### src/common/sac_pkg.sv
// Constants, types and pin map of the sampling converter control block.
// Assumes a single 250 MHz clock and synchronous pin inputs.
// Function
// - Conversion lasts 19 or 20 master edges.
// - Start near an edge costs 20 edges.
// - Mode 1 starts and holds on start rising.
// - Conversion end returns sampler to tracking.
// - Start held low: reads start conversions, except high-byte reads in byte format; busy stalls.
// - Mode 1 flag idles high, low at end.
// - First read after conversion clears the flag.
// - Flag powers up low until dummy read.
// - Format select picks word or byte/serial.
// - Word format shows all 14 bits.
// - Byte select picks low or right-justified high byte.
// - First byte read may be either byte.
// - Pins 12 to 10, below the top pin, carry strobe, clock, data.
// - Serial word is two zeros then result.
// - Data changes on serial clock rising edge.
// - Strobe falls at conversion start.
// - Serial pins open-drain, clock from master.
// - Clock continuous or released after frame.
// - Word format has no serial output.
// - Mode 2 busy low throughout conversion.
// - Result is twos complement.
`default_nettype none
package sac_pkg;
	localparam int RES_BITS = 14;
	localparam int SER_BITS = 16;
	localparam int LEAD_ZEROS = 2;
	localparam int BYTE_BITS = 8;
	localparam int HI_BITS = 6;
	localparam int BASE_EDGES = 19;
	localparam int LATE_EDGES = 20;
	localparam int FIRST_DECIDE = 2;
	localparam int EDGE_W = 5;
	localparam int WIN_W = 4;
	localparam int CLK_PERIOD_NS = 4;
	localparam int CLK_HZ = 250_000_000;
	localparam int MCLK_HZ = 2_000_000;
	localparam int MCLK_HALF_CYC = CLK_HZ / (2 * MCLK_HZ);
	localparam int LATE_WIN_NS = 30;
	localparam int LATE_WIN_CYC = (LATE_WIN_NS + CLK_PERIOD_NS - 1) / CLK_PERIOD_NS;
	localparam int PIN_HBS = 13;
	localparam int PIN_STRB = 12;
	localparam int PIN_SCLK = 11;
	localparam int PIN_SDAT = 10;

	// Format select levels: high, 0 V and negative level.
	typedef enum logic [1:0] {FMT_WORD, FMT_SER_GATED, FMT_SER_CONT} sac_fmt_t;
	typedef enum logic {ST_IDLE, ST_CONV} sac_state_t;

	// Data pin bank: level driven and enable per pin.
	typedef struct packed {
		logic [RES_BITS-1:0] drv;
		logic [RES_BITS-1:0] oe;
	} sac_bus_t;
endpackage : sac_pkg
`default_nettype wire

### src/verilog/sac_mclk_gen.sv
// Master clock source: internal divider or external clock input.
// Assumes the external clock is synchronous and far slower than clock.
`default_nettype none
module sac_mclk_gen #(
	parameter int HALF_CYC = sac_pkg::MCLK_HALF_CYC
) (
	input wire logic clock,
	input wire logic rst_b,
	input wire logic extClkSel,
	input wire logic extMclk,
	output logic mclkLevel,
	output logic mclkRise
);
	localparam int CNT_W = $clog2(HALF_CYC) + 1;
	logic [CNT_W-1:0] cnt_q;
	logic [CNT_W-1:0] cnt_d;
	logic intLvl_q;
	logic intLvl_d;
	logic extPrev_q;
	logic wrap;

	// Internal oscillator toggles every half period; the external pin is edge detected.
	always_comb
	begin
		wrap = (cnt_q == CNT_W'(HALF_CYC - 1));
		cnt_d = wrap ? '0 : cnt_q + 1'b1;
		intLvl_d = wrap ? ~intLvl_q : intLvl_q;
	end

	always_ff @(posedge clock or negedge rst_b)
	begin
		if (!rst_b)
		begin
			cnt_q <= '0;
			intLvl_q <= 1'b0;
			extPrev_q <= 1'b0;
		end
		else
		begin
			cnt_q <= cnt_d;
			intLvl_q <= intLvl_d;
			extPrev_q <= extMclk;
		end
	end

	// The rise pulse is one cycle wide, so the converter counts each edge once.
	assign mclkLevel = extClkSel ? extPrev_q : intLvl_q;
	assign mclkRise = extClkSel ? (extMclk & ~extPrev_q) : (wrap & ~intLvl_q);
endmodule : sac_mclk_gen
`default_nettype wire

### src/verilog/sac_conv_ctrl.sv
// Conversion control, status flag and word, byte and serial output logic.
// Assumes pins arrive synchronous to clock and the comparator answers each master edge.
`default_nettype none
module sac_conv_ctrl (
	input wire logic clock,
	input wire logic rst_b,
	input wire logic convStartN,
	input wire logic csN,
	input wire logic rdN,
	input wire sac_pkg::sac_fmt_t fmtSel,
	input wire logic highByteSelect,
	input wire logic extClkSel,
	input wire logic extMclk,
	input wire logic compHigh,
	output logic holdMode,
	output logic busyIntN,
	output sac_pkg::sac_bus_t dataBus
);
	sac_pkg::sac_state_t state_q;
	sac_pkg::sac_state_t state_d;
	logic [sac_pkg::EDGE_W-1:0] edgeCnt_q;
	logic [sac_pkg::EDGE_W-1:0] edgeCnt_d;
	logic [sac_pkg::EDGE_W-1:0] edgeTot_q;
	logic [sac_pkg::EDGE_W-1:0] edgeTot_d;
	logic [sac_pkg::EDGE_W-1:0] nextEdge;
	logic [sac_pkg::WIN_W-1:0] winCnt_q;
	logic [sac_pkg::WIN_W-1:0] winCnt_d;
	logic [sac_pkg::RES_BITS-1:0] sar_q;
	logic [sac_pkg::RES_BITS-1:0] sar_d;
	logic [sac_pkg::RES_BITS-1:0] result_q;
	logic [sac_pkg::RES_BITS-1:0] result_d;
	logic [sac_pkg::SER_BITS-1:0] serWord;
	logic firstSeen_q;
	logic firstSeen_d;
	logic late_q;
	logic late_d;
	logic frame_q;
	logic frame_d;
	logic serBit_q;
	logic serBit_d;
	logic eoc_q;
	logic eoc_d;
	logic mode2_q;
	logic mode2_d;
	logic convPrev_q;
	logic rdPrev_q;
	sac_pkg::sac_bus_t bus_d;
	sac_pkg::sac_bus_t bus_q;
	logic mclkLevel;
	logic mclkRise;
	logic rdAct;
	logic rdFall;
	logic start;
	logic countEdge;
	logic done;
	logic readDrive;

	// Offset-binary SAR bits become twos complement by flipping the top bit.
	function automatic logic [sac_pkg::RES_BITS-1:0] toTwos(input logic [sac_pkg::RES_BITS-1:0] v);
		toTwos = {~v[sac_pkg::RES_BITS-1], v[sac_pkg::RES_BITS-2:0]};
	endfunction : toTwos

	// The serial clock follows the master clock, internal or external.
	sac_mclk_gen #(
		.HALF_CYC(sac_pkg::MCLK_HALF_CYC)
	) uMclk (
		.clock(clock),
		.rst_b(rst_b),
		.extClkSel(extClkSel),
		.extMclk(extMclk),
		.mclkLevel(mclkLevel),
		.mclkRise(mclkRise)
	);

	// Start and read detection; a second start during conversion is ignored.
	assign rdAct = ~csN & ~rdN;
	assign rdFall = rdAct & ~rdPrev_q;
	assign readDrive = rdAct & (state_q == sac_pkg::ST_IDLE);
	assign start = (state_q == sac_pkg::ST_IDLE) &
		((convStartN & ~convPrev_q) |
		(~convStartN & rdFall & ((fmtSel == sac_pkg::FMT_WORD) | ~highByteSelect)));
	// An edge within the late window after the start is only a sync edge and is not counted.
	assign countEdge = mclkRise & (firstSeen_q | (winCnt_q >= sac_pkg::WIN_W'(sac_pkg::LATE_WIN_CYC)));
	assign nextEdge = edgeCnt_q + 1'b1;
	assign done = (state_q == sac_pkg::ST_CONV) & countEdge &
		(nextEdge == sac_pkg::EDGE_W'(sac_pkg::BASE_EDGES));
	assign serWord = {{sac_pkg::LEAD_ZEROS{1'b0}}, toTwos(sar_q)};

	// Conversion sequence: SAR decisions at counted master edges 2 to 15, serial bits at counted edges 1 to 16.
	always_comb
	begin
		state_d = state_q;
		edgeCnt_d = edgeCnt_q;
		edgeTot_d = edgeTot_q;
		winCnt_d = winCnt_q;
		sar_d = sar_q;
		firstSeen_d = firstSeen_q;
		late_d = late_q;
		frame_d = frame_q;
		serBit_d = serBit_q;
		mode2_d = mode2_q;
		case (state_q)
			sac_pkg::ST_IDLE:
			begin
				if (start)
				begin
					state_d = sac_pkg::ST_CONV;
					edgeCnt_d = '0;
					edgeTot_d = '0;
					winCnt_d = '0;
					sar_d = '0;
					firstSeen_d = 1'b0;
					late_d = 1'b0;
					frame_d = 1'b1;
					serBit_d = 1'b0;
					mode2_d = ~convStartN;
				end
			end
			sac_pkg::ST_CONV:
			begin
				if (winCnt_q != sac_pkg::WIN_W'(sac_pkg::LATE_WIN_CYC))
					winCnt_d = winCnt_q + 1'b1;
				if (mclkRise)
				begin
					edgeTot_d = edgeTot_q + 1'b1;
					firstSeen_d = 1'b1;
					if (!firstSeen_q)
						late_d = ~countEdge;
				end
				if (countEdge)
				begin
					edgeCnt_d = nextEdge;
					if (nextEdge >= sac_pkg::EDGE_W'(sac_pkg::FIRST_DECIDE) &&
						nextEdge < sac_pkg::EDGE_W'(sac_pkg::FIRST_DECIDE + sac_pkg::RES_BITS))
						sar_d[4'(sac_pkg::RES_BITS + sac_pkg::FIRST_DECIDE - 1 - int'(nextEdge))] = compHigh;
					if (nextEdge <= sac_pkg::EDGE_W'(sac_pkg::SER_BITS))
						serBit_d = serWord[4'(sac_pkg::SER_BITS - int'(nextEdge))];
					else
						frame_d = 1'b0;
					if (done)
						state_d = sac_pkg::ST_IDLE;
				end
			end
			default:
				state_d = sac_pkg::ST_IDLE;
		endcase
	end

	// Result latch and the mode 1 end flag; a completing conversion beats a clearing read.
	always_comb
	begin
		result_d = done ? toTwos(sar_q) : result_q;
		eoc_d = (done & ~mode2_q) | (eoc_q & ~(rdFall & (state_q == sac_pkg::ST_IDLE)));
	end

	// Pin bank: word read, byte read, and open-drain serial lines pulled low when enabled.
	always_comb
	begin
		bus_d.drv = '0;
		bus_d.oe = '0;
		if (fmtSel == sac_pkg::FMT_WORD)
		begin
			if (readDrive)
			begin
				bus_d.drv = result_q;
				bus_d.oe = '1;
			end
		end
		else
		begin
			if (readDrive)
			begin
				bus_d.oe[sac_pkg::BYTE_BITS-1:0] = '1;
				bus_d.drv[sac_pkg::BYTE_BITS-1:0] = highByteSelect ?
					{{(sac_pkg::BYTE_BITS - sac_pkg::HI_BITS){1'b0}},
					result_q[sac_pkg::RES_BITS-1 -: sac_pkg::HI_BITS]} :
					result_q[sac_pkg::BYTE_BITS-1:0];
			end
			bus_d.oe[sac_pkg::PIN_STRB] = frame_q;
			bus_d.oe[sac_pkg::PIN_SCLK] = (frame_q | (fmtSel == sac_pkg::FMT_SER_CONT)) & ~mclkLevel;
			bus_d.oe[sac_pkg::PIN_SDAT] = frame_q & ~serBit_q;
		end
	end

	// All control state registers; the flag resets set, as after a power-up conversion.
	always_ff @(posedge clock or negedge rst_b)
	begin
		if (!rst_b)
		begin
			state_q <= sac_pkg::ST_IDLE;
			edgeCnt_q <= '0;
			edgeTot_q <= '0;
			winCnt_q <= '0;
			sar_q <= '0;
			result_q <= '0;
			firstSeen_q <= 1'b0;
			late_q <= 1'b0;
			frame_q <= 1'b0;
			serBit_q <= 1'b1;
			eoc_q <= 1'b1;
			mode2_q <= 1'b0;
			convPrev_q <= 1'b1;
			rdPrev_q <= 1'b0;
			bus_q <= '0;
		end
		else
		begin
			state_q <= state_d;
			edgeCnt_q <= edgeCnt_d;
			edgeTot_q <= edgeTot_d;
			winCnt_q <= winCnt_d;
			sar_q <= sar_d;
			result_q <= result_d;
			firstSeen_q <= firstSeen_d;
			late_q <= late_d;
			frame_q <= frame_d;
			serBit_q <= serBit_d;
			eoc_q <= eoc_d;
			mode2_q <= mode2_d;
			convPrev_q <= convStartN;
			rdPrev_q <= rdAct;
			bus_q <= bus_d;
		end
	end

	// holdMode and dataBus come straight from flops; busyIntN is a mux of flops selected by mode2_q.
	assign holdMode = (state_q == sac_pkg::ST_CONV);
	assign busyIntN = mode2_q ? (state_q == sac_pkg::ST_IDLE) : ~eoc_q;
	assign dataBus = bus_q;
endmodule : sac_conv_ctrl
`default_nettype wire

### config.mk
export PLATFORM = sky130hd
export DESIGN_NAME = sac_conv_ctrl
export DESIGN_NICKNAME = d
export VERILOG_FILES = /design/src/common/sac_pkg.sv /design/src/verilog/sac_mclk_gen.sv /design/src/verilog/sac_conv_ctrl.sv
export SDC_FILE = /design/constraint.sdc
export NUM_CORES = 1
export LEC_CHECK = 0
export BUFFER_PORTS_ARGS = -buffer_cell sky130_fd_sc_hd__buf_2
export CAP_MARGIN = 20
export CORE_MARGIN = 1.5
export CORE_UTILIZATION = 35
export CTS_CLUSTER_DIAMETER = 120
export DETAILED_ROUTE_END_ITERATION = 10
export PLACE_DENSITY_LB_ADDON = 0.25
export SYNTH_ARGS = -nofsm -noshare
export SYNTH_HDL_FRONTEND = slang
export SYNTH_SLANG_ARGS = --single-unit
### constraint.sdc
create_clock -name clock -period 3.3 [get_ports clock]
set_clock_uncertainty 0.2 [all_clocks]
set_input_delay 0.165 -clock clock [delete_from_list [all_inputs] [get_ports clock]]
set_output_delay 0.165 -clock clock [all_outputs]
set_load 0.01 [all_outputs]
# Word level (Yosys, flattened, before mapping)
# Index checks and enable logic that the tools add are counted.
# word_totals
register_bits,82
input_bits,11
out_inout_bits,30
wordCells,131
# op_classes
add_sub_neg,5
order_cmp,7
eq_ne,11
muxes,44
n_bitwise,37
n_reduce_logical,10
# ops
operator,count
14-bit two-way mux,3
8-bit two-way mux,5
28-bit two-way mux,1
14-bit case mux with 2 select lines,1
1-bit AND,17
1-bit two-way mux,17
1-bit inverter,15
14-bit bitwise mux,1
4-bit by 6-bit < comparator with 1-bit output (second input constant),2
5-bit two-way mux,2
2-bit by 1-bit != test with 1-bit output (second input constant),5
5-bit case mux with 2 select lines,1
3-bit AND reduction,3
4-bit two-way mux,2
1-bit case mux with 2 select lines,4
4-bit case mux with 2 select lines,1
2-bit AND reduction,4
7-bit by 1-bit adder with 7-bit output (second input constant),1
7-bit by 6-bit == test with 1-bit output (second input constant),1
7-bit two-way mux,1
6-bit two-way mux,1
5-bit by 1-bit adder with 5-bit output (second input constant),1
5-bit == test (second input constant),1
5-bit by 2-bit >= comparator with 1-bit output (second input constant),1
17 further kinds,23

# Depth between registers and ports, before layout
# logic_depth
ltp_word,10
ltp_mapped,9
depth_no_buf,7

# Cells and area by module
# From an unflattened synthesis, not the netlist that was laid out.
# unflattened
hier_cells,319
area_unflattened_um2,3469.6
# by_module_without_submodules
module,instances,cells_per_inst,area_per_inst_um2,seq_area_each_um2
sac_conv_ctrl,1,281,3027.9,1605.3
sac_mclk_gen,1,38,441.7,225.2

# Least setup slack after synthesis
# No wires, ideal clock.
# synth_path
path_kind,register -> register
startpoint,register edgeCnt_q[0] (netlist bit)
endpoint,register serBit_q
setup_ns,0.080
arrival_ns,2.378
required_time_ns,3.020
path_slack_ns,0.642
path_stages_with_launch,9
n_path_buf,1
period_less_slack_ns,2.658
cell_sequence,dfrtp_1 buf_8 inv_1 ha_1 nor2_1 mux2_2 a222oi_1 or3b_1 a32o_1
# synth_between
elab_chain_len,8
elab_cells_between_ends,11
cone_classes,add/sub (2); order compare (1); eq/ne (1); mux (6); reduce/logical (1)
# synth_lines
item,line,text
"start, declared",sac_conv_ctrl.sv:21,logic [sac_pkg::EDGE_W-1:0] edgeCnt_q;
"start signal, assigned",sac_conv_ctrl.sv:209,edgeCnt_q <= edgeCnt_d;
5-bit by 1-bit adder with 5-bit output *,sac_conv_ctrl.sv:84,assign nextEdge = edgeCnt_q + 1'b1;
1-bit by 4-bit subtractor with 4-bit output,sac_conv_ctrl.sv:137,serBit_d = serWord[4'(sac_pkg::SER_BITS - int'(nextEdge))];
1-bit binary-select mux with 4-bit select,sac_conv_ctrl.sv:137,
1-bit two-way mux (implied by the code) (2 in a row),sac_conv_ctrl.sv:137,
1-bit two-way mux,sac_conv_ctrl.sv:136,if (nextEdge <= sac_pkg::EDGE_W'(sac_pkg::SER_BITS))
1-bit two-way mux,sac_conv_ctrl.sv:130,if (countEdge)
1-bit case mux with 2 select lines,sac_conv_ctrl.sv:102,case (state_q)
"end signal, assigned",sac_conv_ctrl.sv:217,serBit_q <= serBit_d;
"end, declared",sac_conv_ctrl.sv:39,logic serBit_q;
# Mark *: on every way between the ends. The rest lies on a longest branch, timed or not. The select of a mux whose other input is x is not followed.
# A chain may end at the register's enable or synchronous reset.

# Worst setup path after layout
# Same ends and word-level chain as after synthesis.

==> results by stage <==
Status:
- The flow ran to the end, and the final reports show no timing, DRC or antenna violations.

Routing:
- The total via count after detailed routing is 2,440.
- The detailed router finished its first iteration with 122 violations.
- After detailed routing, the number of remaining DRC violations is 0.
- The number of detailed-routing iterations run before antenna repair is 4.
- Wires add up to 7140 µm.
- Dividing the detail-routed via count by the number of cells gives 5.01.
- The final routed wire length divided by cell count is 14.7 µm.
- Once detail routing completed, the nets flagged for antenna violations numbered 0.

Setup path:
- The worst setup path is launched from a flop.
- At the worst endpoint, the required time is 3.38 ns.
- The worst setup path is captured at a flop.
- The critical path arrival is 2.98 ns.
- The startpoint identified for the worst register-to-register timing path is edgeCnt_q[0].
- The highest fanout seen on the critical path is 11.
- The critical path is of the reg -> reg type.
- The critical path starts at edgeCnt_q[0].

Synth:
- By count the netlist is led by dfrtp_1, nor2_1, nand2_1, o21ai_0, and2_1.
- For this run, asynchronously set or reset flops after synthesis account for 100%.
- The largest total area in the synthesized netlist belongs to dfrtp_1.
- The area of the mapped netlist is 3540 µm².
- The cell with the most instances after synthesis is dfrtp_1.
- For this run, the number of Yosys warnings is 0.
- The total of flip-flops plus latches after synthesis is 73.
- The per-instance average area after synthesis is 11.5 µm².
- Summing the sequential cell areas from Yosys gives 51.6% of the chip area.
- Sorting the synthesized cells by area gives the leading types as dfrtp_1, mux2_4, mux2i_1.
- Yosys mapped a number of flops with a built-in enable equal to 0.
- The most used flip-flop cell after synthesis is dfrtp_1.
- The number of nets handed over by synthesis was 327.
- After synthesis, the netlist uses 61 different library cells.
- The area fraction of the dominant cell type after synthesis is 49.4%.
- The cell count after synthesis is 308.

Clock tree:
- The number of gates resized after CTS was 0.
- The clock drives 73 sinks.
- The total number of H-tree levels is 3.
- The maximum clock path buffer count is 2.
- TritonCTS built the clock tree.
- Counting the buffers created by CTS gives 9.
- The CTS root buffer is clkbuf_8.
- The clock reaches the later pin of the worst-skew pair after 0.34 ns.
- The buffer count from post-CTS setup fixing is 0.
- In this run, post-CTS hold repair placed 8 buffers.
- The clock transition at the registers of the reported paths is 0.08 ns.

Layout:
- Counting the fill cells in the layout gives 963.
- The share of the core filled with cells in the final layout is 41.4%.
- The share of layout cells above drive strength 1 is 24.6%.
- The layout overhead on the synthesized area is 14.6%.
- The repair_antennas step left the layout with diodes totalling 0.
- The area occupied by multi-input gates is 1520 µm².
- In the final design database the tool counted 368 nets.
- In the final layout, flip-flops and latches occupy 1830 µm².

Die:
- Row generation in the floorplan step produced 36 rows.
- The initial core utilization is 36.1%.
- The die footprint is 10,700 µm².
- Measured along the y axis, the die boundary spans 104 µm.
- The total core area is 9820 µm².
- From left edge to right edge, the die measures 104 µm.
- For this design the top-level I/O count stands at 41.

Timing:
- Based on the critical path, the design can be clocked at up to 344 MHz.
- After layout, the worst path uses 88.0% of the clock period.
- Setup repair after global routing left no endpoint under its margin.
- The remaining max-slew budget at the tightest pin is 39.3%.
- Setup violations remaining at the end of the flow were counted as 0.
- The clock period minus final worst setup slack is 2.90 ns.
- The max-slew violation total from the final report is 0.
- The setup TNS is 0 ns.
- For the pin with the worst max-slew slack, the measured transition is 0.910 ns.
- The count of endpoints failing hold in the final timing report is 0.

GRT:
- The total routing resource utilization after global routing is 14.4%.
- Entering global routing, the biggest net connects 74 pins.
- After global routing the overflow that remains totals 0.
- The first global-routing pass estimated 12,200 µm of wire.
- The number of antenna violations at the first check in global routing is 0.
- The via count of the first global-routing pass is 2,363.

Pwr:
- The power spent charging and discharging nets is 1010 µW.
- Internal power comes to 1760 µW.
- For this design the static power due to leakage is 0.00195 µW.
- In this run, the combinational gates consume 32.4% of the power.
- In this run switching power makes up 36.4% of total power.
- The clock network fraction of total power is 25.4%.
- The power per unit of standard cell area is 681 nW/µm².
- VDD sags by at most 0.219 mV.
- The part of the total power dissipated in sequential elements is 42.2%.

Flow run:
- Across the run, the number of max-cap violations was 0.

Placement:
- Routability-driven placement finished with a final weighted congestion of 0.855.
- Detailed placement ended at an HPWL of 4860 µm.
- The quantity of I/O buffers inserted on ports is 40.

Hold path:
- The type of the worst min-delay path is in -> reg.
- The worst hold path begins at rdN.
final cells by class:
cell class / count / share of cell area [%]
flip-flops and latches: 73 / 45.1
multi-input cells: 202 / 37.4
repair buffers: 51 / 7.51
well taps: 133 / 4.10
clock buffers: 10 / 3.14
clock inverters: 6 / 1.66
inverters: 12 / 1.11
power by group through the flow:
stage	Sequential, µW	Clock (µW)	Combinational [µW]
5_1_grt	1190	766	1010
6_report	1170	702	896
3_5_place_dp	1190	0	886
3_3_place_gp	1180	0	882
2_1_floorplan	1130	0	725
4_1_cts	1170	729	900
cells in the final DEF, fill, tap and decap left out, types with 7 or more instances in the layout:
master	n
and2_1	13
dlygate4sd3_1	8
o22ai_1	7
clkbuf_8	9
o21ai_0	16
inv_1	12
mux2_4	9
mux2i_1	12
buf_2	39
nor2_1	23
nand3_1	7
dfrtp_1	70
ha_1	8
nand2_1	17
per-layer routing:
metal  share of wire (%)  vias up  wire length, µm  track usage, %
met5                   0        -                0               0
met4                 2.3        0              167            6.35
met3                 4.1       16              293            3.78
met2                  45       52             3240            21.3
met1                  48     1187             3440            19.8
li1                    -     1185                -               -
state kept, by name, indices dropped and copies added, names as in the netlist, 4 cells and up:
name         flops
sar_q           14
result_q        14
uMclk.cnt_q      7
dataBus         19
edgeCnt_q        5
winCnt_q         4
worst max-delay path, cell delays in order, from the launching register on:
cell and delay [ns]:
dfrtp_1 0.53, inv_1 0.18, ha_1 0.29, nor2_1 0.33
mux2_2 0.38, a222oi_1 0.31, or3b_1 0.37, a32o_1 0.25
through the flow:
step | hold slack, ns | instance area (µm²) | power, µW | std cells | worst slack [ns]
2_1_floorplan | -0.331 | 3540 | 1860 | 308 | 0.642
3_3_place_gp | 0.0883 | 3790 | 2060 | 463 | 0.475
3_5_place_dp | 0.0946 | 3790 | 2070 | 463 | 0.381
4_1_cts | 0.0760 | 4060 | 2800 | 487 | 0.367
5_1_grt | 0.131 | 4060 | 2960 | 487 | 0.160
6_report | 0.0955 | 4060 | 2770 | 487 | 0.396
kinds of logic (layout without fill, tap and decap cells):
logic type      Yosys count  in the layout  synth area share, %
simple gates             90             90                 13.7
flops                    73             73                 51.6
compound gates           67             67                 13.9
buf+inv                  33             79                 5.47
mux                      30             30                 10.7
fa+ha+maj                 8              8                 2.82
xor+xnor                  7              7                 1.73
path summary, 6_finish.rpt:
kind	depth (start not counted)	slack, ns	end
min	5	0.1	dataBus[17]
max reg2reg	7	0.40	serBit_q
max	7	0.40	serBit_q
min in group asynchronous	2	0.27	winCnt_q[1]
max in group asynchronous	2	2.01	dataBus[21]
min reg2reg	1	0.30	eoc_q
No activity file was read; power rests on OpenSTA's default activity.
